[config.mk]
export PLATFORM = sky130hd
export DESIGN_NAME = isec_top
export DESIGN_NICKNAME = d
export VERILOG_FILES = /design/src/hw/isec_pkg.sv /design/src/hw/isec_top.sv
export SDC_FILE = /design/constraint.sdc
export NUM_CORES = 1
export LEC_CHECK = 0
export ABC_AREA = 1
export BUFFER_PORTS_ARGS = -buffer_cell sky130_fd_sc_hd__buf_2
export CAP_MARGIN = 20
export CORE_ASPECT_RATIO = 2
export CORE_UTILIZATION = 65
export CTS_BUF_LIST = sky130_fd_sc_hd__clkbuf_8
export DETAILED_ROUTE_END_ITERATION = 7
export PLACE_DENSITY = 0.83
export SLEW_MARGIN = 20
export SYNTH_ARGS = -nofsm -noshare
export SYNTH_HDL_FRONTEND = slang
export SYNTH_SLANG_ARGS = --single-unit
export TNS_END_PERCENT = 30
[constraint.sdc]
create_clock -name ref_clk_i -period 7.2 [get_ports ref_clk_i]
set_input_delay 0.72 -clock ref_clk_i [delete_from_list [all_inputs] [get_ports ref_clk_i]]
set_output_delay 0.72 -clock ref_clk_i [all_outputs]
set_load 0.005 [all_outputs]
[src/hw/isec_pkg.sv]
// Operation
// - Enable state is modulated onto a carrier and demodulated to drive the gate.
// - Two-wire: enable high starts power transfer; gate rises once secondary is powered.
// - Two-wire: enable low drops the gate and stops power transfer.
// - Three-wire: power transfer runs in periodic bursts regardless of enable.
// - Three-wire: with secondary powered, gate follows enable high and low.
// - Standard enable: gate tracks enable level while secondary power is sufficient.
// - One-shot: each enable rising edge gives one gate pulse, then self-lowers.
// - One-shot only in three-wire mode; two-wire always uses standard enable.
// - Retrigger needs enable low then high again; held high never retriggers.
// - Three-wire power transfer uses fixed 25 us periods with level-set duty.
// - Burst period fixed; on-time from seven levels, higher level longer.
// - Duty levels are (2*level+2)/15 of the period.
// - Out-of-range level selection falls back to the lowest duty level.
// - Level selection is sampled once at power-up and held.
// - One-shot start-up power transfer equals standard enable behaviour.
// - On secondary power loss the gate output is held low.
// - One-shot gate pulse lasts 2.5 us.
// - Primary supply loss with gate high forces gate low after 100 us.
// - Two-wire or three-wire mode is chosen at power-up and held.
package isec_pkg;
    localparam int unsigned CLK_MHZ        = 250;
    localparam int unsigned CARRIER_HZ     = 89_000_000;
    localparam int unsigned CARRIER_DIV    = (CLK_MHZ * 1_000_000) / (2 * CARRIER_HZ);
    localparam int unsigned PERIOD_NS      = 25_000;
    localparam int unsigned PERIOD_CYC     = PERIOD_NS * CLK_MHZ / 1000;
    localparam int unsigned SLOT_CNT       = 15;
    localparam int unsigned SLOT_CYC       = PERIOD_CYC / SLOT_CNT;
    localparam int unsigned ONESHOT_NS     = 2_500;
    localparam int unsigned ONESHOT_CYC    = ONESHOT_NS * CLK_MHZ / 1000;
    localparam int unsigned PLOSS_NS       = 100_000;
    localparam int unsigned PLOSS_CYC      = PLOSS_NS * CLK_MHZ / 1000;
    localparam logic [2:0]  LEVEL_LOW      = 3'h0;
    localparam logic [2:0]  LEVEL_MAX      = 3'h6;
    localparam logic [3:0]  RST_DUTY_SLOTS = 4'h2;
    localparam logic [1:0]  STRAP_SETTLE   = 2'h2;

    typedef enum logic {ISEC_TWO_WIRE, ISEC_THREE_WIRE} isec_mode_t;

    typedef struct packed {
        logic       three_wire;
        logic       one_shot;
        logic [2:0] level;
    } isec_strap_t;

    typedef struct packed {
        logic       gate_drive;
        logic       power_xfer;
        logic       carrier;
    } isec_out_t;
endpackage

[src/hw/isec_top.sv]
`timescale 1ns/1ns
`default_nettype none
module isec_top
    import isec_pkg::*;
#(
    parameter int unsigned PERIOD_CYCLES  = PERIOD_CYC,
    parameter int unsigned PLOSS_CYCLES   = PLOSS_CYC
) (
    // Clock and power-up reset
    input  wire logic        ref_clk_i,
    input  wire logic        rst_i,
    // Pins, asynchronous
    input  wire logic        switch_enable_i,
    input  wire isec_strap_t strap_i,
    input  wire logic        primary_supply_ok_i,
    input  wire logic        secondary_power_ok_i,
    // Outputs
    output var isec_out_t    drv_o,
    output logic             mode_three_wire_o,
    output logic [2:0]       power_level_o
);
    // Two-flop synchronisers for all pin inputs
    logic [2:0]  sync1_ff;
    logic [2:0]  sync2_ff;
    logic        en_s;
    logic        psup_s;
    logic        spwr_s;
    // Straps cross in like any pin
    isec_strap_t strap1_ff;
    isec_strap_t strap2_ff;
    logic [1:0]  strap_cnt_ff;
    logic        strap_seen_ff;
    logic        en_prev_ff;
    isec_mode_t  mode_ff;
    logic        one_shot_ff;
    logic [2:0]  level_ff;
    logic [$clog2(PERIOD_CYCLES+1)-1:0] per_cnt_ff;
    logic [3:0]  on_slots;
    logic        burst_on;
    logic [7:0]  car_cnt_ff;
    logic        car_ff;
    logic        tx_bit_ff;
    logic        rx_bit_ff;
    logic [$clog2(ONESHOT_CYC+1)-1:0] os_cnt_ff;
    logic [$clog2(PLOSS_CYCLES+1)-1:0] pl_cnt_ff;
    logic        pl_timeout_ff;
    logic        nxt_gate;
    logic        xfer_ff;
    logic [$clog2(PERIOD_CYCLES+1)-1:0] xfer_run_ff;

    always_ff @(posedge ref_clk_i or posedge rst_i) begin
        if (rst_i) begin
            sync1_ff <= 3'h0;
            sync2_ff <= 3'h0;
        end else begin
            sync1_ff <= {switch_enable_i, primary_supply_ok_i, secondary_power_ok_i};
            sync2_ff <= sync1_ff;
        end
    end
    assign en_s   = sync2_ff[2];
    assign psup_s = sync2_ff[1];
    assign spwr_s = sync2_ff[0];

    // Capture waits until the second flop holds a sampled strap
    always_ff @(posedge ref_clk_i or posedge rst_i) begin
        if (rst_i) begin
            strap1_ff    <= '0;
            strap2_ff    <= '0;
            strap_cnt_ff <= 2'h0;
        end else begin
            strap1_ff <= strap_i;
            strap2_ff <= strap1_ff;
            if (strap_cnt_ff != STRAP_SETTLE) begin
                strap_cnt_ff <= strap_cnt_ff + 2'h1;
            end
        end
    end

    function automatic logic [2:0] level_decode(input logic [2:0] code);
        level_decode = (code > LEVEL_MAX) ? LEVEL_LOW : code;
    endfunction

    // Straps are quasi-static, sampled once after reset release
    // Latch at power-up
    always_ff @(posedge ref_clk_i or posedge rst_i) begin
        if (rst_i) begin
            strap_seen_ff <= 1'b0;
            mode_ff       <= ISEC_TWO_WIRE;
            one_shot_ff   <= 1'b0;
            level_ff      <= LEVEL_LOW;
        end else if (!strap_seen_ff && strap_cnt_ff == STRAP_SETTLE) begin
            strap_seen_ff <= 1'b1;
            mode_ff       <= strap2_ff.three_wire ? ISEC_THREE_WIRE : ISEC_TWO_WIRE;
            one_shot_ff   <= strap2_ff.one_shot & strap2_ff.three_wire;
            level_ff      <= level_decode(strap2_ff.level);
        end
    end

    always_ff @(posedge ref_clk_i or posedge rst_i) begin
        if (rst_i) begin
            per_cnt_ff <= '0;
        end else if (per_cnt_ff == $bits(per_cnt_ff)'(PERIOD_CYCLES - 1)) begin
            per_cnt_ff <= '0;
        end else begin
            per_cnt_ff <= per_cnt_ff + 1'b1;
        end
    end

    assign on_slots = 4'({level_ff, 1'b0}) + RST_DUTY_SLOTS;
    assign burst_on = 32'(per_cnt_ff) < 32'(on_slots) * (PERIOD_CYCLES / SLOT_CNT);

    // Power transfer: two-wire gated by enable, three-wire free
    always_ff @(posedge ref_clk_i or posedge rst_i) begin
        if (rst_i) begin
            xfer_ff <= 1'b0;
        end else if (!strap_seen_ff || !psup_s) begin
            xfer_ff <= 1'b0;
        end else if (mode_ff == ISEC_THREE_WIRE) begin
            xfer_ff <= burst_on;
        end else begin
            xfer_ff <= en_s;
        end
    end

    always_ff @(posedge ref_clk_i or posedge rst_i) begin
        if (rst_i) begin
            car_cnt_ff <= 8'h00;
            car_ff     <= 1'b0;
        end else if (car_cnt_ff == 8'(CARRIER_DIV - 1)) begin
            car_cnt_ff <= 8'h00;
            car_ff     <= ~car_ff;
        end else begin
            car_cnt_ff <= car_cnt_ff + 8'h01;
        end
    end

    // Transmit bit follows enable every cycle; receiver samples it when car_cnt_ff is zero, else holds last data
    always_ff @(posedge ref_clk_i or posedge rst_i) begin
        if (rst_i) begin
            tx_bit_ff <= 1'b0;
            rx_bit_ff <= 1'b0;
        end else begin
            tx_bit_ff <= en_s;
            if (car_cnt_ff == 8'h00) begin
                rx_bit_ff <= tx_bit_ff;
            end
        end
    end

    // Edge only after a low received bit
    always_ff @(posedge ref_clk_i or posedge rst_i) begin
        if (rst_i) begin
            en_prev_ff <= 1'b0;
        end else begin
            en_prev_ff <= rx_bit_ff;
        end
    end

    // One-shot pulse, rearmed only by a low level
    always_ff @(posedge ref_clk_i or posedge rst_i) begin
        if (rst_i) begin
            os_cnt_ff <= '0;
        end else if (rx_bit_ff && !en_prev_ff) begin
            os_cnt_ff <= $bits(os_cnt_ff)'(ONESHOT_CYC);
        end else if (os_cnt_ff != '0) begin
            os_cnt_ff <= os_cnt_ff - 1'b1;
        end
    end

    always_ff @(posedge ref_clk_i or posedge rst_i) begin
        if (rst_i) begin
            pl_cnt_ff     <= '0;
            pl_timeout_ff <= 1'b0;
        end else if (psup_s) begin
            pl_cnt_ff     <= '0;
            pl_timeout_ff <= 1'b0;
        end else if (pl_cnt_ff == $bits(pl_cnt_ff)'(PLOSS_CYCLES - 1)) begin
            pl_timeout_ff <= 1'b1;
        end else begin
            pl_cnt_ff <= pl_cnt_ff + 1'b1;
        end
    end

    always_comb begin
        nxt_gate = one_shot_ff ? (os_cnt_ff != '0) : rx_bit_ff;
        // Two-wire low enable kills gate at once
        if (mode_ff == ISEC_TWO_WIRE && !en_s) begin
            nxt_gate = 1'b0;
        end
        if (!spwr_s || pl_timeout_ff || !strap_seen_ff) begin
            nxt_gate = 1'b0;
        end
    end

    // Run length of transfer, saturating; only the checks read it
    always_ff @(posedge ref_clk_i or posedge rst_i) begin
        if (rst_i) begin
            xfer_run_ff <= '0;
        end else if (!xfer_ff) begin
            xfer_run_ff <= '0;
        end else if (xfer_run_ff != '1) begin
            xfer_run_ff <= xfer_run_ff + 1'b1;
        end
    end

    always_ff @(posedge ref_clk_i or posedge rst_i) begin
        if (rst_i) begin
            drv_o             <= '0;
            mode_three_wire_o <= 1'b0;
            power_level_o     <= LEVEL_LOW;
        end else begin
            drv_o             <= '{gate_drive: nxt_gate, power_xfer: xfer_ff,
                                   carrier: car_ff & xfer_ff};
            mode_three_wire_o <= (mode_ff == ISEC_THREE_WIRE);
            power_level_o     <= level_ff;
        end
    end

    // Assertions
    AST_KEEP_OFF: assert property (@(posedge ref_clk_i) disable iff (rst_i)
        !spwr_s |=> !drv_o.gate_drive) else $error("gate high without secondary power");
    AST_TWO_WIRE_LOW: assert property (@(posedge ref_clk_i) disable iff (rst_i)
        (mode_ff == ISEC_TWO_WIRE && !en_s && strap_seen_ff) |=> !drv_o.gate_drive)
        else $error("two-wire low enable left gate high");
    AST_TWO_WIRE_XFER: assert property (@(posedge ref_clk_i) disable iff (rst_i)
        (mode_ff == ISEC_TWO_WIRE && strap_seen_ff && psup_s) |=> xfer_ff == $past(en_s))
        else $error("two-wire transfer does not follow enable");
    AST_NO_OS_2W: assert property (@(posedge ref_clk_i) disable iff (rst_i)
        (mode_ff == ISEC_TWO_WIRE) |-> !one_shot_ff) else $error("one-shot in two-wire");
    AST_LEVEL_RANGE: assert property (@(posedge ref_clk_i) disable iff (rst_i)
        level_ff <= LEVEL_MAX) else $error("power level out of range");
    AST_STRAP_HOLD: assert property (@(posedge ref_clk_i) disable iff (rst_i)
        $past(strap_seen_ff) |-> $stable(level_ff) && $stable(mode_ff))
        else $error("strap changed after power-up");
    AST_OS_LEN: assert property (@(posedge ref_clk_i) disable iff (rst_i)
        (one_shot_ff && rx_bit_ff && !en_prev_ff) |=> os_cnt_ff == ONESHOT_CYC)
        else $error("one-shot length wrong");
    AST_OS_NO_RETRIG: assert property (@(posedge ref_clk_i) disable iff (rst_i)
        (os_cnt_ff == '0 && en_prev_ff && rx_bit_ff) |=> os_cnt_ff == '0)
        else $error("held-high retriggered");
    AST_BURST_OFF: assert property (@(posedge ref_clk_i) disable iff (rst_i)
        (mode_ff == ISEC_THREE_WIRE && !burst_on) |=> !xfer_ff)
        else $error("burst past on-time");
    AST_PLOSS: assert property (@(posedge ref_clk_i) disable iff (rst_i)
        pl_timeout_ff |=> !drv_o.gate_drive) else $error("timeout left gate high");
    COV_OS: cover property (@(posedge ref_clk_i) disable iff (rst_i)
        one_shot_ff && drv_o.gate_drive);
    COV_3W: cover property (@(posedge ref_clk_i) disable iff (rst_i)
        mode_three_wire_o && drv_o.power_xfer);
    COV_PL: cover property (@(posedge ref_clk_i) disable iff (rst_i) pl_timeout_ff);
    COV_2W: cover property (@(posedge ref_clk_i) disable iff (rst_i)
        !mode_three_wire_o && drv_o.gate_drive);
    COV_OS_EDGE: cover property (@(posedge ref_clk_i) disable iff (rst_i)
        one_shot_ff && rx_bit_ff && !en_prev_ff);

    AST_STD_FOLLOW: assert property (@(posedge ref_clk_i) disable iff (rst_i)
        (strap_seen_ff && !one_shot_ff && spwr_s && !pl_timeout_ff &&
         (mode_ff == ISEC_THREE_WIRE || en_s)) |=> drv_o.gate_drive == $past(rx_bit_ff))
        else $error("standard enable does not follow the received bit");

    AST_THREE_WIRE_XFER: assert property (@(posedge ref_clk_i) disable iff (rst_i)
        (mode_ff == ISEC_THREE_WIRE && strap_seen_ff && psup_s) |=> xfer_ff == $past(burst_on))
        else $error("three-wire transfer does not follow the burst");

    AST_TWO_WIRE_STOP: assert property (@(posedge ref_clk_i) disable iff (rst_i)
        (mode_ff == ISEC_TWO_WIRE && strap_seen_ff && !en_s) |=> !xfer_ff)
        else $error("two-wire transfer with enable low");

    AST_PRIM_OFF: assert property (@(posedge ref_clk_i) disable iff (rst_i)
        !psup_s |=> !xfer_ff)
        else $error("transfer without primary supply");

    AST_OS_END: assert property (@(posedge ref_clk_i) disable iff (rst_i)
        (one_shot_ff && os_cnt_ff == '0) |=> !drv_o.gate_drive)
        else $error("one-shot gate high after pulse");

    AST_OS_COUNT: assert property (@(posedge ref_clk_i) disable iff (rst_i)
        (os_cnt_ff != '0 && !(rx_bit_ff && !en_prev_ff)) |=>
            os_cnt_ff == $past(os_cnt_ff) - 1'b1)
        else $error("one-shot counter skipped");

    AST_RX_SAMPLE: assert property (@(posedge ref_clk_i) disable iff (rst_i)
        (car_cnt_ff == 8'h00) |=> rx_bit_ff == $past(tx_bit_ff))
        else $error("receiver missed the carrier slot");

    AST_CARRIER_IDLE: assert property (@(posedge ref_clk_i) disable iff (rst_i)
        !drv_o.power_xfer |-> !drv_o.carrier)
        else $error("carrier without power transfer");

    AST_XFER_RUN: assert property (@(posedge ref_clk_i) disable iff (rst_i)
        (mode_ff == ISEC_THREE_WIRE) |->
            32'(xfer_run_ff) <= 32'(on_slots) * (PERIOD_CYCLES / SLOT_CNT))
        else $error("burst longer than level on-time");

    AST_MODE_OUT: assert property (@(posedge ref_clk_i) disable iff (rst_i)
        $past(strap_seen_ff) |-> mode_three_wire_o == (mode_ff == ISEC_THREE_WIRE))
        else $error("mode output differs from latched mode");

    AST_TIMEOUT_SET: assert property (@(posedge ref_clk_i) disable iff (rst_i)
        (!psup_s && pl_cnt_ff == $bits(pl_cnt_ff)'(PLOSS_CYCLES - 1)) |=> pl_timeout_ff)
        else $error("primary-loss timeout not raised");

    AST_PLOSS_CLEAR: assert property (@(posedge ref_clk_i) disable iff (rst_i)
        psup_s |=> !pl_timeout_ff)
        else $error("timeout with primary supply present");
endmodule
`default_nettype wire

==> impl_results.md <==
- Vias per cell: between 5 and 6
- Final-report max-slew violation count: 0
- Global-route wire length before repair: ~13,000 um
- Port bufs: 16
- CTS resizes: 0
- Most common cell on crit path: ha_1
- Final global-route overflow total: 0
- Cell family with most CP delay: adder cells
- Synth-to-Final Area Change: 9.86%
- Io pins: 17
- CTS Buf Count: 9
- Register-to-Register Path Depth: 13
- Final hold vios: 0
- Worst-path clk slew: about 80 ps
- Worst r2r src: level_ff[0]$_DFFE_PP0P_
- Clock latency on the worst-skew pair: 360 ps
- Flop2flop setup slack: between 4000 and 5000 ps
- Status: finished, final reports clean
- Cells along the critical path: ha_1 -> or2_1 -> and2_1 -> xor2_1 -> ha_1 -> ha_1 -> a31o_2 -> xor2_1 -> ha_1 -> a21o_1 -> nor2_1 -> nand2_1 -> a21oi_1
- Initial antenna violation count: 0
- Critical Path Max Stage Delay: between 400 and 500 ps
- Clk buf depth: 2
- Initial Util: about two thirds
- Slew @ Worst Pin: 731 ps
- Worst Path Class, Setup: register to register
- Vias in the first global route: ~3,200
- Post-Route WL: roughly 7500 um
- Startpoint Class: register
- Async SR Flop Fraction: 100%
- CTS Hold Buffers Added: 0
- Req. time, crit path: between 7000 and 8000 ps
- Core area: approximately 6000 um2
- Post-DP HPWL: 5440 um
- Die X: 58.3 um
- Max_cap viols: 0
- Die height: 115 um
- Clk_skew: about 5.4 ps
- Overall routing resource usage: 26.0%
- DRT Pass-1 Iters: 4
- Leakage power total: around 2.4 nW
- Yosys top cell by area: dfrtp_1
- DP Worst Slack: approximately 4200 ps
- Wire per inst: ~13 um
- #FFs+latches synth: between 80 and 90
- Yosys warns: 0
- H-Tree Depth: 3
- Largest net degree at the start of global routing: 84
- RePlAce Congestion: ~0.86
- Reg2reg end: xfer_ff$_DFF_PP0_
- DRC: 0
- Post-Syn Nets: 500
- Max VDD drop: between 0.2 and 0.25 mV
- Slowest CP cell: dfrtp_1
- Die area: ~6700 um2
- Remaining antenna violation count: 0
- F_max: around 330 MHz
- Top cells by count, synth: 98 x nand2_1, 83 x dfrtp_1, 72 x inv_1
- Number of enable flip-flop cells after synthesis: 0
- Unrepaired setup endpoints after global routing: false
- WHS Endpoint: sync2_ff[1]$_DFF_PP0_
- Synthesized area: 4120 um2
- Top cells by area, synth: dfrtp_1 50%, nand2_1 8.9%, inv_1 6.6%, ha_1 6.1%, nor2_1 4.6%
- Nets: 525
- Fin crit period: approximately 3000 ps
- Hold Crit Class: register to register
- Cells after Synth: 470
- Register area share after synthesis: 50.4%
- DR vias: between 3,000 and 4,000
- Fin worst setup slack: about 4200 ps
- CTS sink cnt: a little over 80
- Initial DRC count: approximately 170
- Synth top area share: between 50% and 60%
- CP arrival: 3270 ps
- Share of cells above drive strength 1: between 10% and 20%
- Post-CTS Setup Bufs: 0
- Hold Crit Depth: 0
- CTS tree: done
- # rows: 40
- Final hold slack: between 300 and 400 ps
- Pwr Density: 222 nW/um2
- Most common cell in the netlist: nand2_1
- Rel. slew slack: slightly above 50%
- Root Buffer: clkbuf_8
- CP bufs+invs: 0
- # diodes: 0
- Syn avg cell area: slightly below 9 um2
- Min-delay src: sync1_ff[1]$_DFF_PP0_
- Setup total negative slack: 0 ps
- Post-synth cell types: 38
- Element type at the critical path end: register
- Synth Flop Type: dfrtp_1
- CP Launch Point: level_ff[0]$_DFFE_PP0P_
- Period utilisation layout: between 40% and 50%
- Worst-path fanout max: 4
- Finish-stage setup viols: 0
==> metal layers <==
layer | track usage (%) | routed length (um) | up-vias
li1 | - | - | 1517
met1 | 26.5 | 2780 | 1432
met2 | 46.7 | 4190 | 69
met3 | 4.63 | 203 | 24
met4 | 17.0 | 301 | 0
met5 | 0 | 0 | -
==> registers in the layout (all words and copies together), names as in the netlist, 2 cells and up <==
register       count
strap_cnt_ff       2
pl_cnt_ff         15
drv_o              3
strap2_ff          5
per_cnt_ff        13
car_cnt_ff         8
sync1_ff           3
sync2_ff           3
os_cnt_ff         10
level_ff           3
power_level_o      3
strap1_ff          5
==> area by class of cell <==
cell class                 count  area, um2
sequential                    83       2080
multi-input combinational    303       1730
fill                         470       1530
inverter                      81        305
clock buffer                  10        138
tap                           84        105
timing repair buffer          17       91.3
clock inverter                 6       88.8
==> power breakdown <==
part / total [mW] / switching, mW / internal, mW
Clock: 0.372 / 0.167 / 0.205
Combinational: 0.121 / 0.0767 / 0.0438
Sequential: 0.513 / 0.0229 / 0.490
Total: 1.01 / 0.267 / 0.739
==> metrics by stage <==
step                instance area [um2]  std cells  total power [mW]  utilization, %
floorplan                          4120        470             0.611               -
global placement                   4300        568             0.634            71.0
detailed placement                 4300        568             0.643            71.0
CTS                                4530        584              1.02            74.8
global route                       4530        584              1.05            74.8
finish                             4530        584              1.01            74.8
==> how the worst max path moves through the flow <==
stage / endpoint / depth (start not counted)
CTS: xfer_ff$_DFF_PP0_ / 13
floorplan: car_cnt_ff[0]$_DFF_PP0_ / 1
global placement: xfer_ff$_DFF_PP0_ / 13
finish: xfer_ff$_DFF_PP0_ / 13
detailed placement: xfer_ff$_DFF_PP0_ / 13
global route: xfer_ff$_DFF_PP0_ / 13
==> logic make-up (layout without fill, tap and decap cells) <==
family / Yosys count / in the layout / synth area share (%)
AND/OR/NAND/NOR: 232 / 232 / 27.3
buffers and inverters: 84 / 114 / 7.80
flip-flops: 83 / 83 / 50.4
AO/OA/AOI/OAI: 33 / 33 / 4.64
adder cells (fa/ha/maj): 20 / 20 / 6.07
XOR/XNOR: 18 / 18 / 3.82
==> cell usage in the layout (no fill, tap or decap), drive strengths merged <==
| cell | synthesis | routed |
|---|---|---|
| o31ai | 1 | 1 |
| xor2 | 15 | 15 |
| a31oi | 1 | 1 |
| a21oi | 10 | 10 |
| bufinv | 0 | 2 |
| o22ai | 1 | 1 |
| clkinv | 1 | 3 |
| a211oi | 1 | 1 |
| xnor2 | 3 | 3 |
| nand3 | 38 | 38 |
| clkbuf | 0 | 10 |
| and2 | 3 | 3 |
| ha | 20 | 20 |
| nand2 | 104 | 104 |
| o21bai | 2 | 2 |
| clkinvlp | 0 | 1 |
| or2 | 4 | 4 |
| a21o | 1 | 1 |
| nand4 | 12 | 12 |
| o21ai | 15 | 15 |
| dfrtp | 83 | 83 |
| buf | 3 | 17 |
| inv | 80 | 81 |
| nor2 | 65 | 65 |
| nor3 | 6 | 6 |
| a31o | 1 | 1 |
No activity file was read; power rests on OpenSTA's default activity.
